`src/ttt_regs.vh`:
```
// Purpose: Constants for the tick timer and tone output block
// Assumes: 20 MHz pclk, APB3 register access, 32-bit data
// Notes: Divisor figures are powers of two of pclk
//
// Overview of operation
// - First tick pulse comes on the first falling edge of the chosen tap.
// - The shared divider is never cleared by software; first tick may be early.
// - One control write may set tick rate and enable together.
// - Tick rate in bits 2..0, tick enable in bit 3; code 010 is fc/2^16.
// - Tick codes 000..111 rise from 2.38 Hz to 39063 Hz; prescale halves.
// - Enabled tone output is a square wave of about half duty.
// - Tone enable is control bit 7; one enables, zero disables.
// - Tone codes 00..11 give fc/2^13..fc/2^10; prescale doubles divisors.
`ifndef TTT_REGS_VH
`define TTT_REGS_VH

`define TTT_ADDR_W 12
`define TTT_OFS_CTRL 12'h000
`define TTT_OFS_PRESC 12'h004
`define TTT_OFS_STAT 12'h008

`define TTT_CTRL_RST 8'h00
`define TTT_PRESC_RST 1'b0
`define TTT_TONE_IDLE 1'b1

`define TTT_TICK_SEL_LSB 0
`define TTT_TICK_SEL_MSB 2
`define TTT_TICK_EN_BIT 3
`define TTT_RSVD_BIT 4
`define TTT_TONE_SEL_LSB 5
`define TTT_TONE_SEL_MSB 6
`define TTT_TONE_EN_BIT 7

`define TTT_DIV_W 24

`define TTT_TICK_EXP0 5'h17
`define TTT_TICK_EXP1 5'h15
`define TTT_TICK_EXP2 5'h10
`define TTT_TICK_EXP3 5'h0E
`define TTT_TICK_EXP4 5'h0D
`define TTT_TICK_EXP5 5'h0C
`define TTT_TICK_EXP6 5'h0B
`define TTT_TICK_EXP7 5'h09

`define TTT_TONE_EXP0 5'h0D
`define TTT_TONE_EXP1 5'h0C
`define TTT_TONE_EXP2 5'h0B
`define TTT_TONE_EXP3 5'h0A

`endif

```
`src/ttt_divider.v`:
```
// Purpose: Free-running binary divider shared by tick and tone
// Assumes: Cleared only by reset
// Notes: wrap_o[k] is high in the cycle before bit k falls
`timescale 1ns/1ps
`default_nettype none
module ttt_divider #(
  parameter W = 24
) (
  input wire pclk,
  input wire presetn,
  output reg [W-1:0] cnt_ff,
  output wire [W-1:0] wrap_o
);

  always @(posedge pclk or negedge presetn) begin
    if (!presetn) begin
      cnt_ff <= {W{1'b0}};
    end else begin
      cnt_ff <= cnt_ff + {{(W-1){1'b0}}, 1'b1};
    end
  end

  assign wrap_o[0] = cnt_ff[0];

  // Bit k falls when bits k..0 are all ones
  genvar k;
  generate
    for (k = 1; k < W; k = k + 1) begin : g_wrap
      assign wrap_o[k] = wrap_o[k-1] & cnt_ff[k];
    end
  endgenerate

endmodule // ttt_divider
`default_nettype wire

```
`src/ttt_top.v`:
```
// Purpose: Periodic tick pulse and square-wave tone from one divider
// Assumes: APB3 slave, zero wait states, single pclk domain
// Notes: Tone pin idles high while tone output is disabled
`timescale 1ns/1ps
`default_nettype none
`include "ttt_regs.vh"
module ttt_top #(
  parameter DIV_W = `TTT_DIV_W
) (
  input wire pclk,
  input wire presetn,
  input wire psel,
  input wire penable,
  input wire pwrite,
  input wire [`TTT_ADDR_W-1:0] paddr,
  input wire [31:0] pwdata,
  output reg [31:0] prdata,
  output wire pready,
  output wire pslverr,
  output reg tick_interrupt,
  output reg tone_out_pin
);

  wire [DIV_W-1:0] div_cnt;
  wire [DIV_W-1:0] div_wrap;

  reg [7:0] tick_tone_control_ff;
  reg [7:0] nxt_tick_tone_control;
  reg prescale_halve_select_ff;
  reg nxt_prescale_halve_select;
  reg [7:0] tick_count_ff;
  reg [4:0] tick_exp;
  reg [4:0] tone_exp;
  reg [4:0] tick_tap;
  reg [4:0] tone_tap;
  reg [31:0] nxt_prdata;
  reg nxt_tick_interrupt;
  reg [7:0] nxt_tick_count;
  reg nxt_tone_out_pin;

  wire [2:0] tick_rate_select;
  wire tick_timer_enable;
  wire [1:0] tone_rate_select;
  wire tone_out_enable;
  wire setup_phase;
  wire access_wr;
  wire addr_hit;
  wire tick_fall;
  wire tone_level;

  // Free-running divider, no software clear
  // Shared by tick and tone, so both keep a fixed phase relation
  ttt_divider #(
    .W(DIV_W)
  ) ttt_divider_inst (
    .pclk(pclk),
    .presetn(presetn),
    .cnt_ff(div_cnt),
    .wrap_o(div_wrap)
  );

  assign tick_rate_select =
    tick_tone_control_ff[`TTT_TICK_SEL_MSB:`TTT_TICK_SEL_LSB];
  assign tick_timer_enable = tick_tone_control_ff[`TTT_TICK_EN_BIT];
  assign tone_rate_select =
    tick_tone_control_ff[`TTT_TONE_SEL_MSB:`TTT_TONE_SEL_LSB];
  assign tone_out_enable = tick_tone_control_ff[`TTT_TONE_EN_BIT];

  // APB decode; always ready, unmapped address answers with an error
  assign setup_phase = psel & ~penable;
  assign access_wr = psel & penable & pwrite;
  // Writes to status are dropped without an error
  assign addr_hit = (paddr == `TTT_OFS_CTRL) |
                    (paddr == `TTT_OFS_PRESC) |
                    (paddr == `TTT_OFS_STAT);
  assign pready = 1'b1;
  assign pslverr = psel & penable & ~addr_hit;

  always @* begin
    case (tick_rate_select)
      3'h0: tick_exp = `TTT_TICK_EXP0;
      3'h1: tick_exp = `TTT_TICK_EXP1;
      3'h2: tick_exp = `TTT_TICK_EXP2;
      3'h3: tick_exp = `TTT_TICK_EXP3;
      3'h4: tick_exp = `TTT_TICK_EXP4;
      3'h5: tick_exp = `TTT_TICK_EXP5;
      3'h6: tick_exp = `TTT_TICK_EXP6;
      default: tick_exp = `TTT_TICK_EXP7;
    endcase
  end

  always @* begin
    case (tone_rate_select)
      2'h0: tone_exp = `TTT_TONE_EXP0;
      2'h1: tone_exp = `TTT_TONE_EXP1;
      2'h2: tone_exp = `TTT_TONE_EXP2;
      default: tone_exp = `TTT_TONE_EXP3;
    endcase
  end

  // prescale doubles the divisor
  // A divisor of 2^n is divider bit n-1, whose period is 2^n cycles.
  always @* begin
    tick_tap = tick_exp + {4'h0, prescale_halve_select_ff} - 5'h01;
  end

  // prescale doubles the tone divisor too
  always @* begin
    tone_tap = tone_exp + {4'h0, prescale_halve_select_ff} - 5'h01;
  end

  // edge found from the live select, so a combined write works
  // The fall is decoded from the count itself, not from a stored copy of
  // the old tap, so a select change cannot fake an edge.
  // Rate changes while enabled are not blocked; a short period may follow.
  assign tick_fall = div_wrap[tick_tap];
  // divider bit is an exact half-duty square wave
  assign tone_level = div_cnt[tone_tap];

  // Control register write
  always @* begin
    nxt_tick_tone_control = tick_tone_control_ff;
    if (access_wr && paddr == `TTT_OFS_CTRL) begin
      // bit 4 is not stored and reads as zero
      nxt_tick_tone_control = pwdata[7:0];
      nxt_tick_tone_control[`TTT_RSVD_BIT] = 1'b0;
    end
  end

  // Prescale write; the taps follow it on the next decode
  always @* begin
    nxt_prescale_halve_select = prescale_halve_select_ff;
    if (access_wr && paddr == `TTT_OFS_PRESC) begin
      nxt_prescale_halve_select = pwdata[0];
    end
  end

  always @(posedge pclk or negedge presetn) begin
    if (!presetn) begin
      tick_tone_control_ff <= `TTT_CTRL_RST;
    end else begin
      tick_tone_control_ff <= nxt_tick_tone_control;
    end
  end

  always @(posedge pclk or negedge presetn) begin
    if (!presetn) begin
      prescale_halve_select_ff <= `TTT_PRESC_RST;
    end else begin
      prescale_halve_select_ff <= nxt_prescale_halve_select;
    end
  end

  // Next values of the event outputs
  always @* begin
    nxt_tick_interrupt = tick_timer_enable & tick_fall;
    // Tick count wraps at 256; software takes differences
    nxt_tick_count = tick_count_ff;
    if (tick_timer_enable && tick_fall) begin
      nxt_tick_count = tick_count_ff + 8'h01;
    end
    nxt_tone_out_pin = `TTT_TONE_IDLE;
    if (tone_out_enable) begin
      nxt_tone_out_pin = tone_level;
    end
  end

  // Tick pulse: one cycle, aligned with the tap going low
  always @(posedge pclk or negedge presetn) begin
    if (!presetn) begin
      tick_interrupt <= 1'b0;
      tick_count_ff <= 8'h00;
    end else begin
      tick_interrupt <= nxt_tick_interrupt;
      tick_count_ff <= nxt_tick_count;
    end
  end

  // Tone pin from a flop so it cannot glitch on select decode
  always @(posedge pclk or negedge presetn) begin
    if (!presetn) begin
      tone_out_pin <= `TTT_TONE_IDLE;
    end else begin
      tone_out_pin <= nxt_tone_out_pin;
    end
  end

  // Read data captured in setup so it is stable through access
  always @* begin
    nxt_prdata = prdata;
    if (setup_phase) begin
      case (paddr)
        `TTT_OFS_CTRL: nxt_prdata = {24'h000000, tick_tone_control_ff};
        `TTT_OFS_PRESC: nxt_prdata = {31'h00000000, prescale_halve_select_ff};
        `TTT_OFS_STAT: nxt_prdata = {16'h0000, tick_count_ff, 7'h00,
                                     tone_out_pin};
        // Unmapped reads return zero next to the error
        default: nxt_prdata = 32'h00000000;
      endcase
    end
  end

  always @(posedge pclk or negedge presetn) begin
    if (!presetn) begin
      prdata <= 32'h00000000;
    end else begin
      prdata <= nxt_prdata;
    end
  end

endmodule // ttt_top
`default_nettype wire

```
`config.mk`:
```
export PLATFORM = sky130hd
export DESIGN_NAME = ttt_top
export DESIGN_NICKNAME = d
export VERILOG_FILES = /design/src/ttt_divider.v /design/src/ttt_top.v
export VERILOG_INCLUDE_DIRS = /design/src
export SDC_FILE = /design/constraint.sdc
export NUM_CORES = 1
export LEC_CHECK = 0
export BUFFER_PORTS_ARGS = -buffer_cell sky130_fd_sc_hd__buf_2
export CAP_MARGIN = 40
export CORE_MARGIN = 1
export CORE_UTILIZATION = 48
export DETAILED_ROUTE_END_ITERATION = 6
export HOLD_SLACK_MARGIN = 0.1
export PLACE_DENSITY = 0.82
export SYNTH_ARGS = -nofsm -noshare
export SYNTH_HDL_FRONTEND = slang
export SYNTH_SLANG_ARGS = --single-unit
```
`constraint.sdc`:
```
create_clock -name pclk -period 2.7 [get_ports pclk]
set_input_delay 0 -clock pclk [delete_from_list [all_inputs] [get_ports pclk]]
set_output_delay 0 -clock pclk [all_outputs]
set_load 0.05 [all_outputs]
```
# == Word level (Yosys, flattened, before mapping) ==
# Cells that the tools add are included.
# word_totals
register_bits,74
latch_bits,0
ramBits,0
mem_bits_ro,0
input_bits,49
output_inout_bits,36
wordCells,71
n_memories,0
# op_classes
addsub,6
mul,0
div,0
n_lt_le_gt_ge,2
n_eq_ne,10
shift,0
mux,8
n_bitwise,32
reduce_logical,6
# ops
operator,count
case mux 16 bit (3 select lines),1
case mux 5 bit (7 select lines),1
AND 1 bit,28
adder 24 x 1 -> 24 bit (second input constant),1
equality test 12 x 3 -> 1 bit (second input constant),1
equality test 12 x 4 -> 1 bit (second input constant),1
logical NOT 12 bit,1
< comparator 5 x 6 -> 1 bit (second input constant),2
adder 5 x 1 -> 5 bit,2
binary-select mux 1 bit (select 5 bit),2
subtractor 5 x 1 -> 5 bit (second input constant),2
equality test 3 bit (second input constant),3
case mux 3 bit (3 select lines),1
adder 8 x 1 -> 8 bit (second input constant),1
equality test 3 x 2 -> 1 bit (second input constant),2
equality test 3 x 1 -> 1 bit (second input constant),1
logical AND 1 bit,3
logical NOT 3 bit,1
2-to-1 mux 1 bit,3
equality test 2 x 1 -> 1 bit (second input constant),1
equality test 2 bit (second input constant),1
logical NOT 2 bit,1
NOT 1 bit,2
bitwise OR 1 bit,2

# == Logic depth before layout (Yosys ltp) ==
# Gate-level depths: netlist of the first run.
# logic_depth
word_depth,26
depth_mapped,13
ltp_nobuf,10

# == By module ==
# Synthesis of the first run repeated with hierarchy kept, for this count alone.
# hier_totals
hier_cells,289
hier_area_um2,3205.6
# by_module_without_submodules
mod,instances,cells_per_inst,area_per_inst_um2,seq_area_each_um2
ttt_top,1,171,1983.2,827.0
ttt_divider,1,118,1222.4,600.6

# == Least setup slack after synthesis of the first run ==
# OpenSTA, ideal clock, no wires.
# synth_timing
kind,register -> register
startpoint,register tick_tone_control_ff[0]
endpoint,register tick_count_ff[0]
setup_time_ns,0.099
arrival_time_ns,2.550
required_ns,2.601
path_slack_ns,0.051
stages_incl_launch_ff,14
n_path_buf,3
period_less_slack_ns,2.649
path_cell_list,dfrtp_1 buf_4 nand2_1 mux2i_1 ha_1 ha_1 buf_4 and2_4 o2111ai_4 a2111oi_4 o221ai_2 o21a_1 buf_6 o311ai_4
# synth_between
elab_chain_cells,7
elab_cells_between_ends,13
cone_classes,2 x add/sub; 6 x eq/ne; 3 x mux; 2 x reduce/logical
# synth_rtl
element,line,text
from (decl),ttt_top.v:27,reg [7:0] tick_tone_control_ff;
from (signal assigned),ttt_top.v:140,tick_tone_control_ff <= `TTT_CTRL_RST;
from (signal assigned),ttt_top.v:142,tick_tone_control_ff <= nxt_tick_tone_control;
equality test 3 bit (tied with other cells),ttt_top.v:80,case (tick_rate_select)
case mux 5 bit (7 select lines) (*),ttt_top.v:80,
adder 5 x 1 -> 5 bit (*),ttt_top.v:104,"tick_tap = tick_exp + {4'h0, prescale_halve_select_ff} - 5'h01;"
subtractor 5 x 1 -> 5 bit (*),ttt_top.v:104,
binary-select mux 1 bit (select 5 bit) (*),ttt_top.v:116,assign tick_fall = div_wrap[tick_tap];
2-to-1 mux 1 bit (implied by the code) (*),ttt_top.v:116,
logical AND 1 bit (*),ttt_top.v:159,if (tick_timer_enable && tick_fall) begin
to (signal assigned),ttt_top.v:175,tick_count_ff <= nxt_tick_count;
to (decl),ttt_top.v:31,reg [7:0] tick_count_ff;
# Every way passes the cells marked *; elsewhere a longest branch is shown, timed or not. The select of a mux whose other input is x is not followed.
# A chain may end at the register's enable or synchronous reset.

# == Worst setup path in the final report of the first run ==
# layout_timing
startpoint,register tick_tone_control_ff[2]
endpoint,register tick_count_ff[0]
# Same word-level chain as after synthesis.

==> flow_results.org, run 1 <==
** Run status
- The flow ran to the end, but the final reports show violations.
- The final reports fail on design-rule violations.

** Timing
- After layout, the worst setup slack is 0.0571 ns.
- Number of pins exceeding their max-slew limit in the final report :: 0
- Derived from the worst setup path, the maximum achievable clock frequency is 378 MHz.
- Period utilisation layout :: 97.9%
- Worst Hold Slack :: 0.130 ns
- Counting I/O delays and the setup requirement, the final critical path takes 2.64 ns.
- In the final timing run, aggregate negative setup slack is 0 ns.
- Relative max-transition margin :: 51.5%
- Total setup violations reported at the end of the flow :: 0
- For the pin with the worst max-slew slack, the measured transition is 0.726 ns.
- On the final layout, the worst clock skew is 0.0111 ns.
- Hold Violations, Final :: 0

** Route
- Post-Route WL :: 6.76 mm
- Using the TritonRoute via totals, the vias-per-cell ratio works out to 5.71.
- Count of unresolved DRC violations after routing :: 9
- After detailed routing, the average wire length per cell comes to 15.1 um.
- Number of violations reported at the end of detailed-routing iteration 0 :: 126
- Number of detailed-routing iterations run before antenna repair :: 7
- Number of vias in the routed layout :: 2548
- Remaining antenna violation count :: 0

** Finish
- Number of antenna repair diodes :: 0
- The net count of the finished layout is 420.
- Share of post-route cells with drive strength above 1 :: 31.4%
- Utilization after layout :: 60.0%
- After filler insertion, the fill cell instance count of the layout stands at 504.
- In the final layout, flip-flops and latches occupy 0.00143 mm^2.
- The finished cells cover 0.00389 mm^2.
- Area overhead of the layout relative to synthesis :: 17.9%
- In the final layout, the multi-input gates occupy 0.00170 mm^2.

** Critical path
- The worst register-to-register path has a setup slack of 0.06 ns.
- Cell depth of the worst flop-to-flop path :: 11
- The startpoint identified for the worst register-to-register timing path is tick_tone_control_ff[2].
- The critical path is of the reg2reg type.
- Element type at the critical path start :: flip-flop
- Worst R2R End :: tick_count_ff[0]
- In this run the worst path has a maximum fanout of 6.
- STA puts the critical path data required time at 2.90 ns.
- STA classifies the critical path endpoint as a flip-flop.
- At the worst endpoint, the arrival time is 2.84 ns.

** Synth
- Synthesis instantiated 59 different standard cells from the library.
- Flip-flop and latch count after synthesis :: 57
- Counting flops with a built-in enable in the synthesized netlist gives 0.
- Share of async-settable or async-resettable flops after synthesis :: 100%
- For this run, the leading register cell type out of synthesis is sky130_fd_sc_hd__dfrtp_1.
- Dividing the synthesized area by the synthesized cell count gives 11.0 um^2.
- Register area share after synthesis :: 43.2%
- The cell count after synthesis came out at 301.
- Post-synthesis cell type with the largest combined area :: sky130_fd_sc_hd__dfrtp_1
- During synthesis, Yosys emitted a total of 0 warnings.
- Netlist area before placement :: 0.00330 mm^2
- By area the synthesized netlist is led by sky130_fd_sc_hd__dfrtp_1 42%, sky130_fd_sc_hd__buf_4 5.0%, sky130_fd_sc_hd__a22o_1 3.7%.
- Summed over its instances, the top area cell type makes up 42.4% of the synthesized netlist area.

** Floorplanning
- The initial utilization of the core area, before any placement, comes to 50.9%.
- Placeable Area :: 0.00649 mm^2
- From bottom edge to top edge, the die measures 85.0 um.
- The die covers 0.00722 mm^2.
- The floorplan step set the die width to 85.0 um.
- Count of boundary I/O pins :: 85
- Total number of placement rows :: 29

** Clock network
- The clock net in this run drives a total of 57 sinks.
- The later pin in the worst-skew pair is clocked with a latency of 0.34 ns.
- The H-tree generated during clock tree synthesis spans 3 levels.
- After clock tree synthesis, the clock-pin slew on the worst setup and hold paths is 0.07 ns.
- The cell sitting at the root of the clock tree is a sky130_fd_sc_hd__clkbuf_8.
- TritonCTS clock tree :: yes
- Clk buf depth :: 2
- CTS buffer count :: 9

** Placed design
- GPL Wtd Cong :: 0.844
- Number of port buffers :: 41
- Prior to clock tree synthesis, the placed netlist has a worst setup slack of -0.0219 ns.
- Placed cell area :: 0.00359 mm^2
- Detailed placement finished with a half-perimeter wire length of 4.78 mm.

** Global route
- Via count of the first global-routing pass :: 2493
- All-layer global routing usage :: 19.9%
- Initial antenna violation count :: 0
- The first global-routing pass estimated 11.5 mm of wire.
- Entering global routing, the biggest net connects 38 pins.
- Remaining Overflow, GRT :: 0

** Worst hold path
- Counting instances, the worst hold path has a depth of 4.
- Hold path start :: paddr[5]
- The worst hold path terminates at prdata[0].
- The path class of the tightest hold or removal check is in2reg.

** Power and ir drop
- VDD sags by at most 299 uV.
- Total power density per cell area :: 433 mW/mm^2
- Leakage :: 0.00180 uW

** Flow run
- Max-cap violations :: 0
## what timing repair did
action	CTS	global route
hold buffers	9	0
pin swaps	2	1
hold endpoints to repair	66	0
setup endpoints to repair	8	8
gates resized for setup	2	4
setup buffers	1	1
## layout by cell type, fill, tap and decap left out, types with 3 or more instances in the layout
cell type / count
sky130_fd_sc_hd__dfrtp_1: 54
sky130_fd_sc_hd__buf_2: 41
sky130_fd_sc_hd__nand2_1: 20
sky130_fd_sc_hd__conb_1: 18
sky130_fd_sc_hd__buf_4: 15
sky130_fd_sc_hd__a22o_1: 14
sky130_fd_sc_hd__nor2_1: 13
sky130_fd_sc_hd__xnor2_1: 13
sky130_fd_sc_hd__inv_1: 12
sky130_fd_sc_hd__o21a_1: 11
sky130_fd_sc_hd__clkbuf_8: 11
sky130_fd_sc_hd__xor2_1: 10
sky130_fd_sc_hd__dlygate4sd3_1: 9
sky130_fd_sc_hd__nand3_1: 8
sky130_fd_sc_hd__o2111ai_1: 8
sky130_fd_sc_hd__nand4_1: 7
sky130_fd_sc_hd__mux2_2: 7
sky130_fd_sc_hd__o211ai_2: 7
sky130_fd_sc_hd__and3_1: 6
sky130_fd_sc_hd__o21ai_0: 6
sky130_fd_sc_hd__ha_1: 6
sky130_fd_sc_hd__nor4_1: 4
sky130_fd_sc_hd__a21oi_1: 4
sky130_fd_sc_hd__a31o_2: 4
sky130_fd_sc_hd__nor3_1: 3
sky130_fd_sc_hd__mux2i_1: 3
sky130_fd_sc_hd__clkinv_2: 3
## sequential cells by signal, summed over array words and instances, names as in the netlist
signal	cells
prdata	15
tick_interrupt	1
tone_out_pin	1
tick_tone_control_ff	7
ttt_divider_inst.cnt_ff	24
prescale_halve_select_ff	1
tick_count_ff	8
## cells by family after synthesis
family                     after synthesis  synth area share (%)
other                                    2                 0.227
adders and majority gates                7                  2.65
muxes                                   13                  5.07
buffers and inverters                   43                  7.84
and+or+nand+nor                         84                  14.7
DFF                                     57                  43.2
AOI/OAI and AO/OA                       72                  20.2
xor gates and xnor gates                23                  6.10
## stage by stage
step / std cells / power [uW]
6_report: 446 / 1690
3_5_place_dp: 419 / 981
2_1_floorplan: 317 / 960
3_3_place_gp: 418 / 976
5_1_grt: 446 / 1750
4_1_cts: 445 / 1700
## critical path, stage by stage, from the launching register on
cell,delay (ns)
sky130_fd_sc_hd__dfrtp_2,0.46
sky130_fd_sc_hd__buf_4,0.16
sky130_fd_sc_hd__xor2_1,0.22
sky130_fd_sc_hd__a21oi_2,0.12
sky130_fd_sc_hd__ha_4,0.30
sky130_fd_sc_hd__and2_4,0.18
sky130_fd_sc_hd__nor2_1,0.05
sky130_fd_sc_hd__a211oi_1,0.27
sky130_fd_sc_hd__mux2i_2,0.17
sky130_fd_sc_hd__buf_4,0.17
sky130_fd_sc_hd__o2111ai_1,0.27
sky130_fd_sc_hd__o311ai_4,0.14
## report_power, final
part	total [uW]	internal [uW]	switching, uW	leakage, uW
Sequential	855	854	0.339	0.000765
Combinational	120	28.8	91.5	0.000939
Clock	713	379	334	0.0000932
Total	1690	1260	426	0.00180
## cell usage after synthesis (5+ instances only)
library cell / n
sky130_fd_sc_hd__o211ai_2: 7
sky130_fd_sc_hd__and3_1: 6
sky130_fd_sc_hd__o21ai_0: 6
sky130_fd_sc_hd__nand4_1: 7
sky130_fd_sc_hd__ha_1: 7
sky130_fd_sc_hd__a21oi_1: 5
sky130_fd_sc_hd__nand2_1: 20
sky130_fd_sc_hd__clkbuf_1: 5
sky130_fd_sc_hd__o2111ai_1: 8
sky130_fd_sc_hd__a22o_1: 14
sky130_fd_sc_hd__buf_4: 22
sky130_fd_sc_hd__nand3_1: 8
sky130_fd_sc_hd__dfrtp_1: 56
sky130_fd_sc_hd__xnor2_1: 13
sky130_fd_sc_hd__o21a_1: 12
sky130_fd_sc_hd__nor2_1: 13
sky130_fd_sc_hd__xor2_1: 10
sky130_fd_sc_hd__mux2_2: 7
sky130_fd_sc_hd__inv_1: 12
## metal layers
metal	vias to the layer above	wire length [um]	GRT usage, %
met5	-	0	0
met4	0	100	7.24
met2	81	3290	32.7
met1	1257	3050	25.2
met3	15	320	5.54
li1	1195	-	-
## layout make-up
type | count | area share (%)
tap | 77 | 2.47
clock buffer | 13 | 4.08
clock inverter | 3 | 0.385
inverter | 12 | 1.16
multi-input combinational | 217 | 43.7
sequential | 57 | 36.7
timing repair buffer | 67 | 11.5
## how the worst max path moves through the flow
stage	startpoint	end	slack, ns	depth (start not counted)
5_1_grt	tick_tone_control_ff[2]	tick_count_ff[0]	-0.04	11
2_1_floorplan	tick_tone_control_ff[0]	tick_count_ff[0]	0.05	13
3_5_place_dp	tick_tone_control_ff[2]	tick_count_ff[5]	-0.02	11
4_1_cts	tick_tone_control_ff[2]	tick_count_ff[5]	0.03	11
3_3_place_gp	tick_tone_control_ff[2]	tick_count_ff[5]	0.01	11
6_report	tick_tone_control_ff[2]	tick_count_ff[0]	0.06	11
Power figures use the tool's default switching activity.
==> inputs of run 2 (changes only) <==
RECOVER_POWER = 100   (was default)
==> run 2 against run 1 <==
  * The run ends with design-rule violations, max-capacitance violations, max-slew violations left
  * First-iteration DRC count fell by 20%
  * Sequential power barely moved
  * Routed wire length grew 0.73%
  * Utilization is 1.0 points lower
  * Via count up 0.35%
  * Critical path depth down 1
  * Combinational power is 4% lower
  * Total power decreased by 0.41%
  * Register-to-register slack hardly changed
  * Clock-buffer cell count did not move
  * Final area is 1.7% lower
  * Sequential cell count did not move
  * Critical endpoint is now tick_count_ff[7]
  * Largest power group unchanged
==> flow_results.org, run 2 (synthesized netlist as in run 1, its figures left out) <==
** Run status
- Result of the run :: finished, violations left (unchanged)
- Violations in the final reports: design-rule violations, max-capacitance violations, max-slew violations (was design-rule violations).

** Clock network
- Clk buf depth :: 2 (unchanged)
- TritonCTS clock tree :: yes (unchanged)
- Clock root buffer :: sky130_fd_sc_hd__clkbuf_8 (unchanged)
- The number of levels in the clock H-tree is 3 (unchanged).
- The number of buffers created by CTS is 9 (unchanged).
- Clock Sink Count :: 57 (unchanged)
- The clock latency of the later-clocked register in the worst-skew pair is 0.34 ns (about the same).
- The register clock-pin slew on the reported worst setup and hold paths was 0.07 ns (about the same).

** Global route
- The wire length of the first global-routing pass is 11.5 mm (unchanged).
- The pin count of the biggest net entering global routing came to 38 (unchanged).
- Met2 global-route usage :: 32.7% (unchanged)
- GRT met1 Usage :: 25.2% (unchanged)
- Remaining Overflow, GRT :: 0 (unchanged)
- The number of global-route vias before repair came to 2493 (unchanged).
- Most Crowded Layer GR :: met2 (unchanged)
- The fraction of met3 tracks used by global routing came to 5.54% (unchanged).
- Initial antenna violation count :: 0 (unchanged)
- All-layer global routing usage :: 19.9% (unchanged)

** Critical path
- The start of the worst register-to-register path is tick_tone_control_ff[2] (unchanged).
- Crit end category :: flip-flop (unchanged)
- The critical register-to-register path endpoint is tick_count_ff[7] (was tick_count_ff[0]).
- Critical Path Sink :: tick_count_ff[7] (was tick_count_ff[0])
- The critical path launch point is tick_tone_control_ff[2] (unchanged).
- Element type at the critical path start :: flip-flop (unchanged)
- R2R setup slack :: 0.06 ns (about the same)
- Bufs and invs on worst path :: 2 (unchanged)
- The highest net fanout along the worst path is 6 (unchanged).
- Cell breakdown of the critical path: buf_4, xor2_1, a21oi_2, ha_4, mux2_2, o221a_2, o221ai_2, o21a_2, buf_4, o211ai_2 (was buf_4, xor2_1, a21oi_2, ha_4, and2_4, nor2_1, a211oi_1, mux2i_2, buf_4, o2111ai_1, o311ai_4).
- Critical path's largest stage delay :: 0.46 ns (about the same)
- CP max-delay cell :: sky130_fd_sc_hd__dfrtp_2 (unchanged)
- Critical path start-end classification :: reg2reg (unchanged)
- The cell family contributing the most delay on the critical path was compound AO/OA/AOI/OAI gates (unchanged).
- The worst reg-to-reg path cell count was 10 (was 11).
- The required time of the critical path is 2.91 ns (was 2.90 ns).
- Path length in cells of the critical path :: 10 (was 11)
- Crit path DAT :: 2.85 ns (was 2.84 ns)
- The cell with the most instances on the worst path was sky130_fd_sc_hd__buf_4 (unchanged).

** Finish
- The post-synthesis to final-layout area growth was 15.9% (was 17.9%).
- Share of post-route cells with drive strength above 1 :: 24.1% (was 31.4%)
- Flip-flop count of the largest register, all copies and words added :: 24 (unchanged)
- Registers with the most flip-flops: ttt_divider_inst.cnt_ff: 24 flops, prdata: 15 flops, tick_count_ff: 8 flops (unchanged).
- The number of cells in the finished layout apart from fillers came to 446 (unchanged).
- The antenna diode instance count was 0 (unchanged).
- The leading cell type in the layout, fill and taps excluded is sky130_fd_sc_hd__dfrtp_1 (unchanged).
- Leading cell types in the layout, fill and taps excluded: 54 x sky130_fd_sc_hd__dfrtp_1, 23 x sky130_fd_sc_hd__clkbuf_1, 23 x sky130_fd_sc_hd__buf_2 (was 54 x sky130_fd_sc_hd__dfrtp_1, 41 x sky130_fd_sc_hd__buf_2, 20 x sky130_fd_sc_hd__nand2_1).
- The final design instance area without fill was 0.00383 mm^2 (was 0.00389 mm^2).
- The most flop-heavy register is ttt_divider_inst.cnt_ff (unchanged).
- Count of nets after finishing :: 420 (unchanged)

** Route
- Remaining antenna violation count :: 0 (unchanged)
- Post-Route WL :: 6.80 mm (was 6.76 mm)
- Drt wl/cell :: 15.3 um (was 15.1 um)
- DR vias/cell :: 5.73 (was 5.71)
- Number of detailed-routing iterations run before antenna repair :: 7 (unchanged)
- The remaining design rule violation count came to 9 (unchanged).
- Number of vias in the routed layout :: 2557 (was 2548)
- The number of DRC markers in iteration 0 came to 101 (was 126).

** Timing
- The time the final worst path needs with I/O delays and setup was 2.64 ns (about the same).
- Relative max-transition margin :: -30.3% (was 51.5%)
- The final critical-path setup slack was 0.0555 ns (was 0.0571 ns).
- The number of pins exceeding their max-slew limit in the final report is 38 (was 0).
- Worst Max-Slew Pin Slew :: 1.95 ns (was 0.726 ns)
- The highest attainable clock frequency was 378 MHz (about the same).
- Worst Hold Slack :: 0.0974 ns (was 0.130 ns)
- The number of failing hold endpoints at the final stage was 0 (unchanged).
- The final period utilization is 97.9% (about the same).
- Total setup violations reported at the end of the flow :: 0 (unchanged)
- The worst-case clock skew came to 0.00997 ns (was 0.0111 ns).

** Power and ir drop
- Internal :: 1260 uW (about the same)
- The static leakage power came to 0.00171 uW (was 0.00180 uW).
- Gate power share :: 6.9% (was 7.1%)
- The ratio of total power to cell area is 439 mW/mm^2 (was 433 mW/mm^2).
- The switching power came to 423 uW (was 426 uW).
- Net switching share of the total power :: 25.2% (about the same)
- Total power :: 1680 uW (was 1690 uW)
- The relative contribution of sequential cells to total power was 50.8% (was 50.6%).
- Portion of total power attributed to the clock network :: 42.3% (was 42.2%)
- Maximum VDD drop :: 300 uV (was 299 uV)

** Floorplanning
- DIE HEIGHT :: 85.0 um (unchanged)
- Placeable Area :: 0.00649 mm^2 (unchanged)
- Count of boundary I/O pins :: 85 (unchanged)
- Die outline width :: 85.0 um (unchanged)
- The initial cell density of the core came to 50.9% (unchanged).
- Total Die Area :: 0.00722 mm^2 (unchanged)
- The number of core rows came to 29 (unchanged).

** Placed design
- Placed cell area :: 0.00359 mm^2 (unchanged)
- GPL Wtd Cong :: 0.844 (unchanged)
- Placed cell count :: 419 (unchanged)
- Number of port buffers :: 41 (unchanged)
- The half-perimeter wire length after detailed placement was 4.78 mm (unchanged).
- The pre-CTS worst setup slack is -0.0219 ns (unchanged).

** Worst hold path
- Class of the tightest hold or removal check :: in2reg (unchanged)
- The count of cells along the worst hold path came to 4 (unchanged).

** Flow run
- Max-cap violations :: 1 (was 0)
==> run 2: cell types whose count changed in the layout (fill, tap and decap cells not counted), sizes merged <==
cell and change:
buf -21, clkbuf +21
==> run 2: area by class of cell <==
class / count / area (um^2)
tap: 77 / 96.3
fill: 525 / 2670
clock buffer: 13 / 159
multi-input combinational: 217 / 1680
timing repair buffer: 67 / 402
clock inverter: 3 / 15.0
inverter: 12 / 45.0
sequential: 57 / 1430
==> run 2: worst min-delay path by stage <==
stage,startpoint,to,slack [ns]
after global routing,paddr[5],prdata[0],0.11
final,paddr[5],prdata[0],0.1
after CTS,paddr[5],prdata[0],0.12
after floorplan,presetn,prdata[0],-0.30
after detailed placement,presetn,ttt_divider_inst.cnt_ff[18],-0.01
after global placement,presetn,ttt_divider_inst.cnt_ff[18],0.15
==> run 2: repair_timing <==
| action | CTS | global route |
|---|---|---|
| gates resized for setup | 2 | 4 |
| setup buffers | 1 | 1 |
| hold buffers | 9 | 0 |
| setup endpoints to repair | 8 | 8 |
| hold endpoints to repair | 66 | 0 |
| gates cloned | 0 | 0 |
| pin swaps | 2 | 1 |
==> run 2: metal layers <==
metal | part of all wire, % | vias up
li1 | - | 1199
met1 | 45 | 1262
met2 | 49 | 82
met3 | 4.6 | 14
met4 | 1.6 | 0
met5 | 0 | -
==> run 2: power groups by stage <==
stage	logic, uW	registers, uW	clock network (uW)
floorplan	89.1	871	0
global placement	105	870	0
detailed placement	110	870	0
CTS	120	855	726
global route	125	854	765
finish	115	855	711
==> run 2: metrics by stage <==
step / util, % / setup TNS [ns]
3_5_place_dp: 55.3 / -0.0974
5_1_grt: 59.0 / -0.172
6_report: 59.0 / 0
4_1_cts: 59.5 / 0
2_1_floorplan: - / 0
3_3_place_gp: 55.0 / 0
==> run 2: worst register-to-register path: stages, from the launching register on <==
cell                       delay (ns)
sky130_fd_sc_hd__dfrtp_2         0.46
sky130_fd_sc_hd__buf_4           0.16
sky130_fd_sc_hd__xor2_1          0.22
sky130_fd_sc_hd__a21oi_2         0.12
sky130_fd_sc_hd__ha_4            0.30
sky130_fd_sc_hd__mux2_2          0.34
sky130_fd_sc_hd__o221a_2         0.26
sky130_fd_sc_hd__o221ai_2        0.16
sky130_fd_sc_hd__o21a_2          0.23
sky130_fd_sc_hd__buf_4           0.17
sky130_fd_sc_hd__o211ai_2        0.09
==> inputs of run 3 (changes only) <==
ABC_AREA = 1   (was default)
==> run 3 against run 2 <==
  * The flow finishes with violations (max-capacitance violations, max-slew violations)
  * Register-to-register slack improved by 0.18 ns
  * Die area rose by 1.3%
  * Sequential share of layout area grew 0.42 points
  * Final cell count rose by 22%
  * Clock-buffer cell count increased by 1
  * Largest power group unchanged
==> flow_results.org, run 3 <==
** Flow run
- Max-cap violations :: 1 (unchanged)

** Finish
- Count of fill cells added during filler insertion :: 617 (was 525)
- Final design instance area without fill :: 0.00378 mm^2 (was 0.00383 mm^2)
- The leading cell type in the layout, fill and taps excluded is sky130_fd_sc_hd__nand2_1 (was sky130_fd_sc_hd__dfrtp_1).
- Largest register by flop count :: ttt_divider_inst.cnt_ff (unchanged)
- The area occupied by multi-input gates came to 0.00155 mm^2 (was 0.00168 mm^2).
- Post-route non-filler standard cell count :: 543 (was 446)
- Area overhead of the layout relative to synthesis :: 12.9% (was 15.9%)
- The sequential cell area in the final layout came to 0.00143 mm^2 (about the same).
- The antenna diode instance count is 0 (unchanged).
- Registers with the most flip-flops: ttt_divider_inst.cnt_ff: 24 flops, prdata: 15 flops, tick_count_ff: 8 flops (unchanged).
- Count of nets after finishing :: 514 (was 420)
- Leading cell types in the layout, fill and taps excluded :: 97 x sky130_fd_sc_hd__nand2_1, 56 x sky130_fd_sc_hd__dfrtp_1, 43 x sky130_fd_sc_hd__inv_1 (was 54 x sky130_fd_sc_hd__dfrtp_1, 23 x sky130_fd_sc_hd__clkbuf_1, 23 x sky130_fd_sc_hd__buf_2)
- Share of post-route cells with drive strength above 1 :: 10.8% (was 24.1%)
- Flip-flop count of the largest register, all copies and words added :: 24 (unchanged)

** Synth
- Ys flop type :: sky130_fd_sc_hd__dfrtp_1 (unchanged)
- Yosys synthesis warning count :: 0 (unchanged)
- The fraction of post-synthesis cell area in the top cell type by area is 41.9% (was 42.4%).
- The portion of the post-synthesis area used by sequential elements came to 42.6% (was 43.2%).
- The number of enable-type register cells in the synthesized netlist is 0 (unchanged).
- Number of cells produced by synthesis :: 404 (was 301)
- Share of async-settable or async-resettable flops after synthesis :: 100% (unchanged)
- The cell taking the most area after synthesis is sky130_fd_sc_hd__dfrtp_1 (unchanged).
- The fraction of the mapped netlist area in compound gates was 7.47% (was 20.2%).
- Dominant combinational cell family by area after synthesis :: simple AND/OR/NAND/NOR gates (was compound AO/OA/AOI/OAI gates)
- Share of cell area taken by muxes after synthesis :: 0% (was 5.07%)
- The mean instance size in the synthesized netlist came to 8.29 um^2 (was 11.0 um^2).
- Most common cell in the synthesized netlist :: sky130_fd_sc_hd__nand2_1 (was sky130_fd_sc_hd__dfrtp_1)
- Post-Synth Simple-Gate Area :: 28.7% (was 14.7%)
- Adder-cell share of the synthesized area :: 2.62% (was 2.65%)
- Xor-xnor portion of the synthesized cell area :: 7.59% (was 6.10%)
- Netlist area before placement :: 0.00335 mm^2 (was 0.00330 mm^2)
- The synthesis-stage register bit count was 57 (unchanged).
- Most common library cells after synthesis :: 95 x sky130_fd_sc_hd__nand2_1, 56 x sky130_fd_sc_hd__dfrtp_1, 43 x sky130_fd_sc_hd__inv_1 (was 56 x sky130_fd_sc_hd__dfrtp_1, 22 x sky130_fd_sc_hd__buf_4, 20 x sky130_fd_sc_hd__nand2_1)
- Synth area leaders :: sky130_fd_sc_hd__dfrtp_1 42%, sky130_fd_sc_hd__nand2_1 11%, sky130_fd_sc_hd__xor2_1 5.2% (was sky130_fd_sc_hd__dfrtp_1 42%, sky130_fd_sc_hd__buf_4 5.0%, sky130_fd_sc_hd__a22o_1 3.7%)
- Count of unique library cells instantiated by Yosys :: 40 (was 59)

** Route
- The remaining design rule violation count came to 0 (was 9).
- Number of violations reported at the end of detailed-routing iteration 0 :: 150 (was 101)
- The met1 layer wirelength in the final routing came to 3.09 mm (was 3.08 mm).
- The sum of routed wire length over all layers came to 6.89 mm (was 6.80 mm).
- The total iterations of the first detailed-routing run was 4 (was 7).
- Topmost layer with routed signal wires :: met4 (unchanged)
- Remaining antenna violation count :: 0 (unchanged)
- Met3 WL post-DR :: 359 um (was 312 um)
- The detailed-route vias per instance was 5.08 (was 5.73).
- The via count is 2756 (was 2557).
- Amount of wire on met2 after detailed routing :: 3.38 mm (was 3.31 mm)
- Drt wl/cell :: 12.7 um (was 15.3 um)

** Clock network
- CTS buffer count :: 9 (unchanged)
- The number of levels in the clock H-tree is 3 (unchanged).
- The maximum clock path buffer count was 2 (unchanged).
- The number of post-CTS setup repair buffers is 0 (was 1).
- Clock root buffer :: sky130_fd_sc_hd__clkbuf_8 (unchanged)
- Clock slew at the register clock pins of the worst setup and hold paths :: 0.06 ns (was 0.07 ns)
- Clock Sink Count :: 57 (unchanged)
- Clock latency on the worst-skew pair :: 0.34 ns (about the same)
- TritonCTS clock tree :: yes (unchanged)

** Timing
- The actual slew at the worst max-slew pin came to 1.64 ns (was 1.95 ns).
- The highest attainable clock frequency was 406 MHz (was 378 MHz).
- The worst-case clock skew is 0.0120 ns (was 0.00997 ns).
- The aggregate negative setup slack was 0 ns (unchanged).
- Period utilisation layout :: 91.3% (was 97.9%)
- The worst max-slew margin expressed relative to the limit is -9.47% (was -30.3%).
- The final critical-path setup slack was 0.235 ns (was 0.0555 ns).
- The number of failing hold endpoints at the final stage is 0 (unchanged).
- Number of pins exceeding their max-slew limit in the final report :: 32 (was 38)
- The time the final worst path needs with I/O delays and setup is 2.47 ns (was 2.64 ns).
- Unrepaired setup endpoints after global routing :: no
- Total setup violations reported at the end of the flow :: 0 (unchanged)

** Run status
- Result of the run: finished, violations left (unchanged).
- Violations in the final reports :: max-capacitance violations, max-slew violations (was design-rule violations, max-capacitance violations, max-slew violations)

** Placed design
- GPL Wtd Cong :: 0.858 (was 0.844)
- The post-placement cell area came to 0.00356 mm^2 (was 0.00359 mm^2).
- Number of port buffers :: 41 (unchanged)
- The half-perimeter wire length after detailed placement was 4.82 mm (was 4.78 mm).
- The pre-CTS worst setup slack was 0.171 ns (was -0.0219 ns).
- Placed cell count :: 514 (was 419)

** Floorplanning
- Initial core utilization :: 49.6% (was 50.9%)
- The area of the placeable core is 0.00676 mm^2 (was 0.00649 mm^2).
- DIE HEIGHT :: 85.5 um (was 85.0 um)
- The die outline area came to 0.00731 mm^2 (was 0.00722 mm^2).
- The number of core rows was 30 (was 29).
- The horizontal die dimension was 85.5 um (was 85.0 um).
- The number of placed I/O pins came to 85 (unchanged).

** Critical path
- Crit path DAT :: 2.74 ns (was 2.85 ns)
- The start of the worst register-to-register path was tick_tone_control_ff[2] (unchanged).
- Cell depth of the worst flop-to-flop path :: 16 (was 10)
- The timing endpoint of the critical path was tick_count_ff[1] (was tick_count_ff[7]).
- The highest net fanout along the worst path was 10 (was 6).
- The number of buffers and inverters on the critical path is 2 (unchanged).
- Cell breakdown of the critical path :: xnor2_1, o21bai_1, inv_1, ha_1, inv_1, nand2_1, nand3_1, nand2_1, nand2_1, nand2_1, nor2_1, nor2_1, nand2_4, nand3_4, nand2_1, nand2_1 (was buf_4, xor2_1, a21oi_2, ha_4, mux2_2, o221a_2, o221ai_2, o21a_2, buf_4, o211ai_2)
- Path length in cells of the critical path :: 16 (was 10)
- The largest incremental delay on the critical path came to 0.47 ns (was 0.46 ns).
- Crit end category :: flip-flop (unchanged)
- Element type at the critical path start :: flip-flop (unchanged)
- The cell with the most instances on the worst path is sky130_fd_sc_hd__nand2_1 (was sky130_fd_sc_hd__buf_4).
- CP Data Required Time :: 2.97 ns (was 2.91 ns)
- Worst R2R End :: tick_count_ff[1] (was tick_count_ff[7])
- CP max-delay cell :: sky130_fd_sc_hd__ha_1 (was sky130_fd_sc_hd__dfrtp_2)
- The startpoint-to-endpoint class of the critical path is reg2reg (unchanged).
- R2R setup slack :: 0.23 ns (was 0.06 ns)
- The critical path launch point is tick_tone_control_ff[2] (unchanged).
- Kind of cell adding the most delay to the critical path :: simple AND/OR/NAND/NOR gates (was compound AO/OA/AOI/OAI gates)

** Power and ir drop
- Maximum VDD drop :: 191 uV (was 300 uV)
- Total power density per cell area :: 480 mW/mm^2 (was 439 mW/mm^2)
- Leakage :: 0.00190 uW (was 0.00171 uW)

** Global route
- Largest net degree at the start of global routing :: 32 (was 38)
- Initial antenna violation count :: 0 (unchanged)
- The total global-route track usage was 20.2% (was 19.9%).
- The overflow left after global routing is 0 (unchanged).
- Wire length of the first global-routing pass :: 11.6 mm (was 11.5 mm)
- Via count of the first global-routing pass :: 2625 (was 2493)

** Worst hold path
- The worst hold-check path type is in2reg (unchanged).
[run 3: final cells by class]
| cell class | instances | share of cell area (%) |
|---|---|---|
| Tap cell | 80 | 2.65 |
| Multi-Input combinational cell | 288 | 41.0 |
| Timing Repair Buffer | 57 | 8.64 |
| Sequential cell | 57 | 37.8 |
| Inverter | 45 | 4.47 |
| Clock inverter | 2 | 0.927 |
| Clock buffer | 14 | 4.57 |
[run 3: per-stage QoR]
stage,power [uW],util [%],hold WS (ns)
4_1_cts,1830,57.7,0.111
2_1_floorplan,967,-,-0.296
5_1_grt,1880,56.0,0.146
6_report,1810,56.0,0.120
3_5_place_dp,989,52.7,-0.118
3_3_place_gp,984,52.4,0.149
[run 3: routing by layer]
metal | vias up | GRT usage [%]
li1 | 1381 | -
met1 | 1289 | 24.2
met2 | 78 | 35.2
met3 | 8 | 5.68
met4 | 0 | 6.82
met5 | - | 0
[run 3: tightest hold or removal path, stage by stage]
cell	delay, ns
sky130_fd_sc_hd__buf_2	0.07
sky130_fd_sc_hd__nor2_1	0.03
sky130_fd_sc_hd__nand2_1	0.08
sky130_fd_sc_hd__nor3b_1	0.09
sky130_fd_sc_hd__nand2_1	0.07
sky130_fd_sc_hd__o21ai_0	0.06
[run 3: worst min path at each step]
stage,startpoint,endpoint,slack [ns],cells past startpoint
after floorplan,presetn,prdata[0],-0.30,0
after detailed placement,presetn,prdata[10],-0.12,1
after global routing,paddr[9],prdata[11],0.15,6
after CTS,paddr[5],prdata[11],0.11,6
final,paddr[5],prdata[11],0.12,6
after global placement,presetn,prdata[9],0.15,1
[run 3: what timing repair did]
item,CTS,global route
hold buffers,13,0
endpoints found under the hold margin,65,0
resized for setup,0,2
setup endpoints to repair,0,8
[run 3: cell families after synthesis]
logic type | Yosys count
adder cells (fa/ha/maj) | 7
AO/OA/AOI/OAI | 40
XOR/XNOR | 29
flip-flops | 57
other | 2
AND/OR/NAND/NOR | 194
buffers and inverters | 75
[run 3: where the power goes]
group          internal, uW  leakage (uW)  switching [uW]
combinational          29.1       0.00105            98.1
sequential              856      0.000747            1.08
clock                   501      0.000107             328
total                  1390       0.00190             427
